<file path="config.mk">
export PLATFORM = sky130hd
export DESIGN_NAME = ext_reg_ctrl
export DESIGN_NICKNAME = d
export VERILOG_FILES = /design/src/core/ext_reg_pkg.sv /design/src/core/input_sync.sv /design/src/core/ext_reg_ctrl.sv
export SDC_FILE = /design/constraint.sdc
export NUM_CORES = 1
export LEC_CHECK = 0
export ABC_AREA = 1
export BUFFER_PORTS_ARGS = -buffer_cell sky130_fd_sc_hd__buf_2
export CAP_MARGIN = 20
export CORE_ASPECT_RATIO = 1.4
export CORE_MARGIN = 5
export CORE_UTILIZATION = 51
export DETAILED_ROUTE_END_ITERATION = 8
export PLACE_DENSITY = 0.84
export SLEW_MARGIN = 20
export SYNTH_ARGS = -nofsm -noshare
export SYNTH_HDL_FRONTEND = slang
export SYNTH_SLANG_ARGS = --single-unit
</file>
<file path="constraint.sdc">
create_clock -name ref_clk -period 2.73 [get_ports ref_clk]
set_clock_uncertainty 0.05 [all_clocks]
set_input_delay 0.546 -clock ref_clk [delete_from_list [all_inputs] [get_ports ref_clk]]
set_output_delay 0.546 -clock ref_clk [all_outputs]
set_load 0.02 [all_outputs]
</file>
<file path="src/core/ext_reg_pkg.sv">
// Purpose: shared constants and types for the external-transistor regulator control
// Assumes: 40 MHz ref_clk, Avalon-MM register access with byte addresses
// Notes:   offsets are byte addresses of aligned 32-bit words
package ext_reg_pkg;

    // register map, byte addresses
    localparam logic [7:0] MODE_CTRL_OFS   = 8'h00;
    localparam logic [7:0] OPT_OFS         = 8'h04;
    localparam logic [7:0] SUP_STAT2_OFS   = 8'h08;
    localparam logic [7:0] IRQ_MASK_OFS    = 8'h0c;
    localparam logic [7:0] LIVE_STAT_OFS   = 8'h10;
    localparam logic [7:0] SOFT_RST_OFS    = 8'h14;

    // mode control register fields
    localparam int STANDALONE_EN_BIT = 0;
    // hardware control register fields
    localparam int LOAD_SHARE_EN_BIT = 0;
    localparam int UV_OVERRIDE_BIT   = 1;
    localparam int STOP_KEEP_ON_BIT  = 2;
    localparam int VOLT_SEL_BIT      = 3;
    localparam int OPT_W             = 4;
    // sticky status / mask fields
    localparam int OC_FLAG_BIT       = 0;
    localparam int UV_FLAG_BIT       = 1;
    localparam int ACCESS_FAIL_BIT   = 2;
    localparam int STAT_W            = 3;
    // live state register fields
    localparam int LIVE_CFG_LSB      = 0;
    localparam int LIVE_ENABLE_BIT   = 2;
    localparam int LIVE_SEL3V3_BIT   = 3;
    localparam int LIVE_HP_BIT       = 4;
    localparam int LIVE_SUPPLY_UV_BIT = 5;
    // soft reset command field
    localparam int SOFT_RST_BIT      = 0;

    // reset values
    localparam logic [OPT_W-1:0]     OPT_RST      = 4'h0;
    localparam logic [STAT_W-1:0]    STAT_RST     = 3'h0;
    localparam logic [STAT_W-1:0]    MASK_RST     = 3'h0;
    localparam logic [31:0]          RDATA_RST    = 32'h0000_0000;

    // analog comparator inputs, all asynchronous to ref_clk
    localparam int ANA_W = 5;
    typedef struct packed {
        logic supply_uv;   // battery_supply_input below supply_undervoltage_threshold
        logic shunt_oc;    // shunt voltage threshold reached
        logic ext_uv;      // regulator output undervoltage comparator
        logic base_rise;   // base current above rising threshold
        logic base_fall;   // base current below falling threshold
    } ana_in_s;

    // regulator drive outputs
    typedef struct packed {
        logic enable;      // pass transistor driver on
        logic sel_3v3;     // 3.3V output level selected
        logic high_power;  // high-power regulation stage on
        logic low_power;   // low-power regulation stage on
    } reg_drive_s;

    // device operating modes, supplied by the mode state machine
    typedef enum logic [2:0] {
        MODE_INIT, MODE_NORMAL, MODE_STOP, MODE_SLEEP, MODE_RESTART, MODE_FAILSAFE
    } sbc_mode_e;

    // locked configuration
    typedef enum logic [1:0] {
        CFG_NONE, CFG_STANDALONE, CFG_LOAD_SHARE
    } cfg_e;

endpackage

</file>
<file path="src/core/input_sync.sv">
// Purpose: three-stage synchroniser with agreement filter for comparator inputs
// Assumes: inputs asynchronous to clk
// Notes:   output moves only when the second and third stages agree
`timescale 1ns/1ps
module input_sync
    import ext_reg_pkg::*;
#(
    parameter int W = ANA_W
) (
    // clock and reset
    input  wire logic         ref_clk,
    input  wire logic         resetn,
    // raw and filtered levels
    input  wire logic [W-1:0] async_in,
    output logic      [W-1:0] sync_out
);

    genvar i;
    generate
        for (i = 0; i < W; i++) begin : g_bit
            logic meta_r;
            logic stage2_r;
            logic stage3_r;
            logic out_r;

            // first stage feeds only the second
            always_ff @(posedge ref_clk or negedge resetn) begin
                if (!resetn) begin
                    meta_r   <= 1'b0;
                    stage2_r <= 1'b0;
                    stage3_r <= 1'b0;
                end else begin
                    meta_r   <= async_in[i];
                    stage2_r <= meta_r;
                    stage3_r <= stage2_r;
                end
            end

            // a glitch seen by one stage only never reaches the logic
            always_ff @(posedge ref_clk or negedge resetn) begin
                if (!resetn) begin
                    out_r <= 1'b0;
                end else if (stage2_r == stage3_r) begin
                    out_r <= stage3_r;
                end
            end

            assign sync_out[i] = out_r;
        end
    endgenerate

endmodule

</file>
<file path="src/core/ext_reg_ctrl.sv">
// Purpose: configuration lock, mode gating and status for the external-transistor regulator
// Assumes: resetn is the power-on reset; sbc_mode comes from logic on ref_clk
// Notes:   Avalon-MM slave, one wait state on every access
//
// Functional notes
// - writing the standalone enable in Normal mode selects standalone configuration
// - writing the load-share enable selects load-sharing configuration
// - first selected configuration is locked; later writes cannot change it
// - locked configuration survives soft reset, held while powered
// - standalone: voltage select clear gives 5.0V, set gives 3.3V
// - load-sharing: voltage select is ignored
// - regulator off below supply undervoltage threshold, back on above it
// - undervoltage override bit keeps regulator on below the threshold
// - Stop mode load-sharing stays on only with the keep-on bit
// - standalone: off in Init/Fail-Safe, switchable in Normal, held elsewhere
// - load-sharing follows main regulator: on in Normal/Restart, off Init/Sleep/Fail-Safe
// - Normal uses high-power stage only; Stop adds it with hysteresis
// - status flags readable in the second supply status register
// - load-sharing locked: change attempt sets access-failure flag, config unchanged
// - standalone locked: on/off still works, no failure flag on change attempt
// - standalone: shunt threshold sets overcurrent flag only; clearable afterwards
// - undervoltage flag only in standalone configuration
//
// Design decisions made here: the register addresses and register access over Avalon-MM.
`timescale 1ns/1ps
module ext_reg_ctrl
    import ext_reg_pkg::*;
(
    // clock and power-on reset
    input  wire logic        ref_clk,
    input  wire logic        resetn,
    // device state
    input  wire sbc_mode_e   sbc_mode,
    input  wire logic        soft_reset_req,
    // analog comparators
    input  wire ana_in_s     ana_in,
    // regulator drive
    output reg_drive_s       drive,
    output logic             irq,
    // avalon-mm slave
    input  wire logic [7:0]  avs_address,
    input  wire logic        avs_read,
    input  wire logic        avs_write,
    input  wire logic [31:0] avs_writedata,
    input  wire logic [3:0]  avs_byteenable,
    output logic [31:0]      avs_readdata,
    output logic             avs_waitrequest
);

    // register-decode helper, used by read and write paths
    function automatic logic is_reg(input logic [7:0] addr, input logic [7:0] ofs);
        is_reg = (addr == ofs);
    endfunction

    ana_in_s              ana_s;
    logic                 waitreq_r;
    logic [31:0]          rdata_r;
    logic                 wr_go;
    logic                 rd_go;
    logic                 soft_rst;
    cfg_e                 cfg_r;
    logic                 sa_on_r;
    logic [OPT_W-1:0]     opt_r;
    logic [STAT_W-1:0]    stat_r;
    logic [STAT_W-1:0]    stat_set;
    logic [STAT_W-1:0]    mask_r;
    logic                 hp_stop_r;
    logic                 en_mode;
    logic                 en_nxt;
    logic                 hp_nxt;
    reg_drive_s           drive_r;
    logic                 irq_r;
    logic                 fail_evt;
    logic                 wr_mode;
    logic                 wr_hw;
    logic                 wr_sa_bit;
    logic                 wr_ls_bit;

    input_sync #(.W(ANA_W)) u_sync (
        .ref_clk  (ref_clk),
        .resetn   (resetn),
        .async_in (ana_in),
        .sync_out (ana_s)
    );

    // bus handshake: one wait cycle, accepted where waitrequest is low
    always_ff @(posedge ref_clk or negedge resetn) begin
        if (!resetn) begin
            waitreq_r <= 1'b1;
        end else if ((avs_read || avs_write) && waitreq_r) begin
            waitreq_r <= 1'b0;
        end else begin
            waitreq_r <= 1'b1;
        end
    end

    assign wr_go     = avs_write && !waitreq_r && avs_byteenable[0];
    assign rd_go     = avs_read && !waitreq_r;
    assign wr_mode   = wr_go && is_reg(avs_address, MODE_CTRL_OFS);
    assign wr_hw     = wr_go && is_reg(avs_address, OPT_OFS);
    assign wr_sa_bit = avs_writedata[STANDALONE_EN_BIT];
    assign wr_ls_bit = avs_writedata[LOAD_SHARE_EN_BIT];
    // soft reset by pin or by command word; neither touches the lock
    assign soft_rst  = soft_reset_req || (wr_go && is_reg(avs_address, SOFT_RST_OFS)
                                          && avs_writedata[SOFT_RST_BIT]);

    // configuration lock, cleared by power-on reset only
    always_ff @(posedge ref_clk or negedge resetn) begin
        if (!resetn) begin
            cfg_r <= CFG_NONE;
        end else if (cfg_r == CFG_NONE) begin
            if (wr_hw && wr_ls_bit) begin
                cfg_r <= CFG_LOAD_SHARE;
            end else if (wr_mode && wr_sa_bit && sbc_mode == MODE_NORMAL && !opt_r[LOAD_SHARE_EN_BIT]) begin
                cfg_r <= CFG_STANDALONE;
            end
        end
        // no else: a locked configuration never moves, soft reset included
    end

    // change attempts against a locked load-sharing configuration
    assign fail_evt = (cfg_r == CFG_LOAD_SHARE) && ((wr_mode && wr_sa_bit) || (wr_hw && !wr_ls_bit));

    // standalone on/off bit, switchable in Normal, frozen in the other live modes
    always_ff @(posedge ref_clk or negedge resetn) begin
        if (!resetn) begin
            sa_on_r <= 1'b0;
        end else if (soft_rst || sbc_mode == MODE_INIT || sbc_mode == MODE_FAILSAFE) begin
            sa_on_r <= 1'b0;
        end else if (wr_mode && sbc_mode == MODE_NORMAL && cfg_r != CFG_LOAD_SHARE) begin
            sa_on_r <= wr_sa_bit;
        end
    end

    // hardware control bits; load-share bit pinned to the locked configuration
    always_ff @(posedge ref_clk or negedge resetn) begin
        if (!resetn) begin
            opt_r <= OPT_RST;
        end else if (soft_rst) begin
            opt_r <= OPT_RST;
            opt_r[LOAD_SHARE_EN_BIT] <= (cfg_r == CFG_LOAD_SHARE);
        end else if (wr_hw) begin
            opt_r <= avs_writedata[OPT_W-1:0];
            if (cfg_r == CFG_LOAD_SHARE) begin
                opt_r[LOAD_SHARE_EN_BIT] <= 1'b1;
            end else if (cfg_r == CFG_STANDALONE) begin
                opt_r[LOAD_SHARE_EN_BIT] <= 1'b0;
            end
        end
    end

    // enable by mode and configuration
    always_comb begin
        en_mode = 1'b0;
        case (cfg_r)
            CFG_STANDALONE: begin
                case (sbc_mode)
                    MODE_NORMAL, MODE_STOP, MODE_SLEEP, MODE_RESTART: en_mode = sa_on_r;
                    default: en_mode = 1'b0;
                endcase
            end
            CFG_LOAD_SHARE: begin
                case (sbc_mode)
                    MODE_NORMAL, MODE_RESTART: en_mode = 1'b1;
                    MODE_STOP: en_mode = opt_r[STOP_KEEP_ON_BIT];
                    default: en_mode = 1'b0;
                endcase
            end
            default: en_mode = 1'b0;
        endcase
    end

    // supply undervoltage cuts the regulator unless overridden
    assign en_nxt = en_mode && (!ana_s.supply_uv || opt_r[UV_OVERRIDE_BIT]);

    // stop-mode high-power stage hysteresis on base current
    always_ff @(posedge ref_clk or negedge resetn) begin
        if (!resetn) begin
            hp_stop_r <= 1'b0;
        end else if (sbc_mode != MODE_STOP) begin
            hp_stop_r <= 1'b0;
        end else if (ana_s.base_rise) begin
            hp_stop_r <= 1'b1;
        end else if (ana_s.base_fall) begin
            hp_stop_r <= 1'b0;
        end
    end

    // normal uses only the high-power stage; stop gates it by hysteresis, every other mode keeps it on
    always_comb begin
        case (sbc_mode)
            MODE_NORMAL: hp_nxt = 1'b1;
            MODE_STOP:   hp_nxt = hp_stop_r;
            default:     hp_nxt = 1'b1;
        endcase
    end

    // drive outputs, all registered
    always_ff @(posedge ref_clk or negedge resetn) begin
        if (!resetn) begin
            drive_r <= '0;
        end else begin
            drive_r.enable     <= en_nxt;
            drive_r.sel_3v3    <= (cfg_r == CFG_STANDALONE) && opt_r[VOLT_SEL_BIT];
            drive_r.high_power <= en_nxt && hp_nxt;
            drive_r.low_power  <= en_nxt && (sbc_mode != MODE_NORMAL);
        end
    end

    // events that set sticky flags
    always_comb begin
        stat_set = '0;
        stat_set[OC_FLAG_BIT]     = (cfg_r == CFG_STANDALONE) && ana_s.shunt_oc;
        stat_set[UV_FLAG_BIT]     = (cfg_r == CFG_STANDALONE) && drive_r.enable && ana_s.ext_uv;
        stat_set[ACCESS_FAIL_BIT] = fail_evt;
    end

    // sticky status; a read clears only what it reported, so no event is lost
    always_ff @(posedge ref_clk or negedge resetn) begin
        if (!resetn) begin
            stat_r <= STAT_RST;
        end else if (rd_go && is_reg(avs_address, SUP_STAT2_OFS)) begin
            stat_r <= (stat_r & ~rdata_r[STAT_W-1:0]) | stat_set;
        end else begin
            stat_r <= stat_r | stat_set;
        end
    end

    // interrupt mask
    always_ff @(posedge ref_clk or negedge resetn) begin
        if (!resetn) begin
            mask_r <= MASK_RST;
        end else if (wr_go && is_reg(avs_address, IRQ_MASK_OFS)) begin
            mask_r <= avs_writedata[STAT_W-1:0];
        end
    end

    // level interrupt while any unmasked flag is set
    always_ff @(posedge ref_clk or negedge resetn) begin
        if (!resetn) begin
            irq_r <= 1'b0;
        end else begin
            irq_r <= |(stat_r & mask_r);
        end
    end

    // read data captured in the wait cycle, stands at the accepting edge
    always_ff @(posedge ref_clk or negedge resetn) begin
        if (!resetn) begin
            rdata_r <= RDATA_RST;
        end else if (avs_read && waitreq_r) begin
            rdata_r <= RDATA_RST;
            if (is_reg(avs_address, MODE_CTRL_OFS)) begin
                rdata_r[STANDALONE_EN_BIT] <= sa_on_r;
            end else if (is_reg(avs_address, OPT_OFS)) begin
                rdata_r[OPT_W-1:0] <= opt_r;
            end else if (is_reg(avs_address, SUP_STAT2_OFS)) begin
                rdata_r[STAT_W-1:0] <= stat_r;
            end else if (is_reg(avs_address, IRQ_MASK_OFS)) begin
                rdata_r[STAT_W-1:0] <= mask_r;
            end else if (is_reg(avs_address, LIVE_STAT_OFS)) begin
                rdata_r[LIVE_CFG_LSB+1:LIVE_CFG_LSB] <= cfg_r;
                rdata_r[LIVE_ENABLE_BIT]    <= drive_r.enable;
                rdata_r[LIVE_SEL3V3_BIT]    <= drive_r.sel_3v3;
                rdata_r[LIVE_HP_BIT]        <= drive_r.high_power;
                rdata_r[LIVE_SUPPLY_UV_BIT] <= ana_s.supply_uv;
            end
            // unmapped addresses read as zero
        end
    end

    assign avs_waitrequest = waitreq_r;
    assign avs_readdata    = rdata_r;
    assign drive           = drive_r;
    assign irq             = irq_r;

endmodule

</file>
==> results.py <==
metrics = {
    "setup_path": {
        "cp_slowest_cell": "dfstp_2",
        "slowest_delay_ps": 560,
        "r2r_start": "avs_waitrequest",
        "crit_type": "reg -> out",
        "worstPathMaxFanout": 4,
        "cp-start-kind": "register",
        "crit_chain": "buf_2",
        "crit_required_ps": 2130,
        "crit_start": "avs_waitrequest",
        "worst_setup_path_end_kind": "output pin",
        "crit_family": "flip-flops",
        "worst-path-buf-inv": 1,
        "cp.arrival_ps": 1020,
    },
    "pwr": {
        "ir_worst_vdd_uv": 400,
        "power.leakage_nw": 1.43,
        "powerDensity_nw_per_um2": 517,
    },
    "route": {
        "drc": 0,
        "wl_per_cell_um": 12.4,
        "dr_total_vias": 1695,
        "dr.first_iter.drc_count": 108,
        "viasPerCell": 4.71,
        "drtAntennaViolNets": 0,
        "dr.pass1.iters": 4,
        "wirelength_um": 4470,
    },
    "synth": {
        "async_flop_share_pct": 100,
        "synth-main-ff-cell": "dfrtp_1",
        "synth_edf_count": 0,
        "ys_ff_latch": 46,
        "synth_area_leader_cell": "dfrtp_1",
        "ys_seq_area_share_pct": 50.6,
        "synthTopCellsByArea": "dfrtp_1 (49%), nand2_1 (9.4%), buf_4 (8.6%)",
        "synth_warnings": 0,
        "synth_area_um2": 2280,
        "synth_cells": 257,
        "synth.distinct_cells": 26,
        "avgSynthCellArea_um2": 8.86,
        "yosysTopAreaCellShare_pct": 49.5,
    },
    "cts": {
        "post_cts_buffers": 0,
        "clk_latency_ps": 300,
        "clockBufferDepth": 2,
        "cts-resized-gates": 0,
        "cts_tree": "built",
        "cts_buffers": 5,
        "cts_sinks": 46,
        "hold_buffers": 0,
        "cts_htree_levels": 2,
        "path_clk_slew_ps": 90,
        "cts_root_buffer": "clkbuf_8",
    },
    "timing": {
        "setup_viol": 0,
        "hold_viol": 0,
        "worst_pin_slew_ps": 562,
        "drv_slew": 0,
        "timing.fmax_mhz": 617,
        "fin_crit_sh_pct": 59.3,
        "rsz0062_at_grt": "false",
        "period_needed_ps": 1620,
        "relSlewSlack_pct": 62.5,
        "fin_tns_setup_ps": 0,
    },
    "placed_design": {
        "dp_hpwl_um": 3540,
        "port_buffers": 37,
        "gp_congestion": 0.879,
        "placedCellCount": 352,
    },
    "cells_and_area": {
        "final_cells": 360,
        "area_growth_pct": 11.0,
        "final_layout_size_suffix_gt1_share_pct": 21.7,
        "antenna_cells": 0,
        "final_cell_mix": "nand2_1 (57), dfrtp_1 (45), buf_2 (36), inv_1 (34), conb_1 (26)",
        "final_common_cell": "nand2_1",
        "nNetsFinal": 359,
    },
    "hold_path": {
        "hold_path.class": "in -> async",
    },
    "die": {
        "die_width_um": 66.5,
        "pin_count": 95,
        "die_h_um": 89.1,
        "rows": 28,
        "core-area_um2": 4270,
        "dieArea_um2": 5920,
        "start_util_pct": 53.3,
    },
    "status": {
        "status": "complete, no violations",
    },
    "global_routing": {
        "grt.total_usage_pct": 16.2,
        "grt_pass1_vias": 1648,
        "grt_antenna_before_repair": 0,
        "grt_start_max_net_pins": 47,
        "gr-total-overflow": 0,
        "grt_pass1_wl_um": 7150,
    },
    "flow_run": {
        "timing.max_cap.violations": 0,
    },
}
routing by layer:
metal	vias up	routed length (um)	track usage (%)
li1	836	-	-
met3	19	342	4.03
met5	-	0	0
met2	75	2320	29.1
met4	0	178	8.87
met1	765	1630	17.3
path summary, 6_finish.rpt:
kind | end | slack [ps] | cells after the start
min in group ref_clk | u_sync.g_bit[2].meta_r | 290 | 1
setup / recovery | avs_waitrequest | 1110 | 1
hold reg to reg | u_sync.g_bit[0].stage2_r | 310 | 0
max in group asynchronous | opt_r[1] | 2070 | 1
hold / removal | avs_readdata[1] | 170 | 1
setup reg to reg | avs_readdata[1] | 1360 | 6
synthesized netlist by cell type, types with 2 or more instances:
library cell,n
nor2_1,14
nor2_4,3
inv_1,34
nand3_2,4
nor2_2,4
nand4_1,5
o21ai_0,10
o21ai_1,4
maj3_1,5
ha_1,3
buf_4,26
nand2_2,2
dfrtp_1,45
nand2_4,3
a21oi_1,8
nand3_1,21
nand2_1,57
state kept, by name, summed over array words and instances (netlist names):
signal / cells
u_sync.g_bit.stage3_r: 5
u_sync.g_bit.out_r: 5
cfg_r: 2
drive: 4
opt_r: 4
hp_stop_r: 1
avs_waitrequest: 1
sa_on_r: 1
mask_r: 3
stat_r: 3
avs_readdata: 6
u_sync.g_bit.stage2_r: 5
irq: 1
u_sync.g_bit.meta_r: 5
kinds of logic (layout without fill, tap and decap cells):
group | count (synthesis) | in the layout | synth area share, %
simple gates | 115 | 115 | 25.2
buf+inv | 63 | 81 | 14.7
flops | 46 | 46 | 50.6
compound gates | 24 | 24 | 5.49
fa+ha+maj | 8 | 8 | 3.85
other cells | 1 | 26 | 0.165
report_power, final:
part / internal [mW] / total [mW] / switching (mW)
registers: 0.711 / 0.729 / 0.0176
logic: 0.0410 / 0.151 / 0.109
clock network: 0.185 / 0.428 / 0.244
final cells by class:
| cell class | instances | area, um2 |
|---|---|---|
| well taps | 60 | 75.1 |
| clock buffers | 5 | 68.8 |
| inverters | 36 | 136 |
| clock inverters | 3 | 25.0 |
| multi-input cells | 173 | 883 |
| flip-flops and latches | 46 | 1150 |
| repair buffers | 37 | 188 |
| fillers | 420 | 1750 |
through the flow:
step                      power, mW  setup WS [ps]  utilization [%]  hold WS, ps  instance area (um2)
after global placement        0.886           1070             56.9          283                 2430
final                          1.31           1110             59.2          173                 2530
after floorplan               0.860           1310                -          200                 2370
after global routing           1.37           1080             59.2          228                 2530
after CTS                      1.32           1110             59.1          285                 2530
after detailed placement      0.893           1060             56.9          288                 2430
Power figures use the tool's default switching activity.
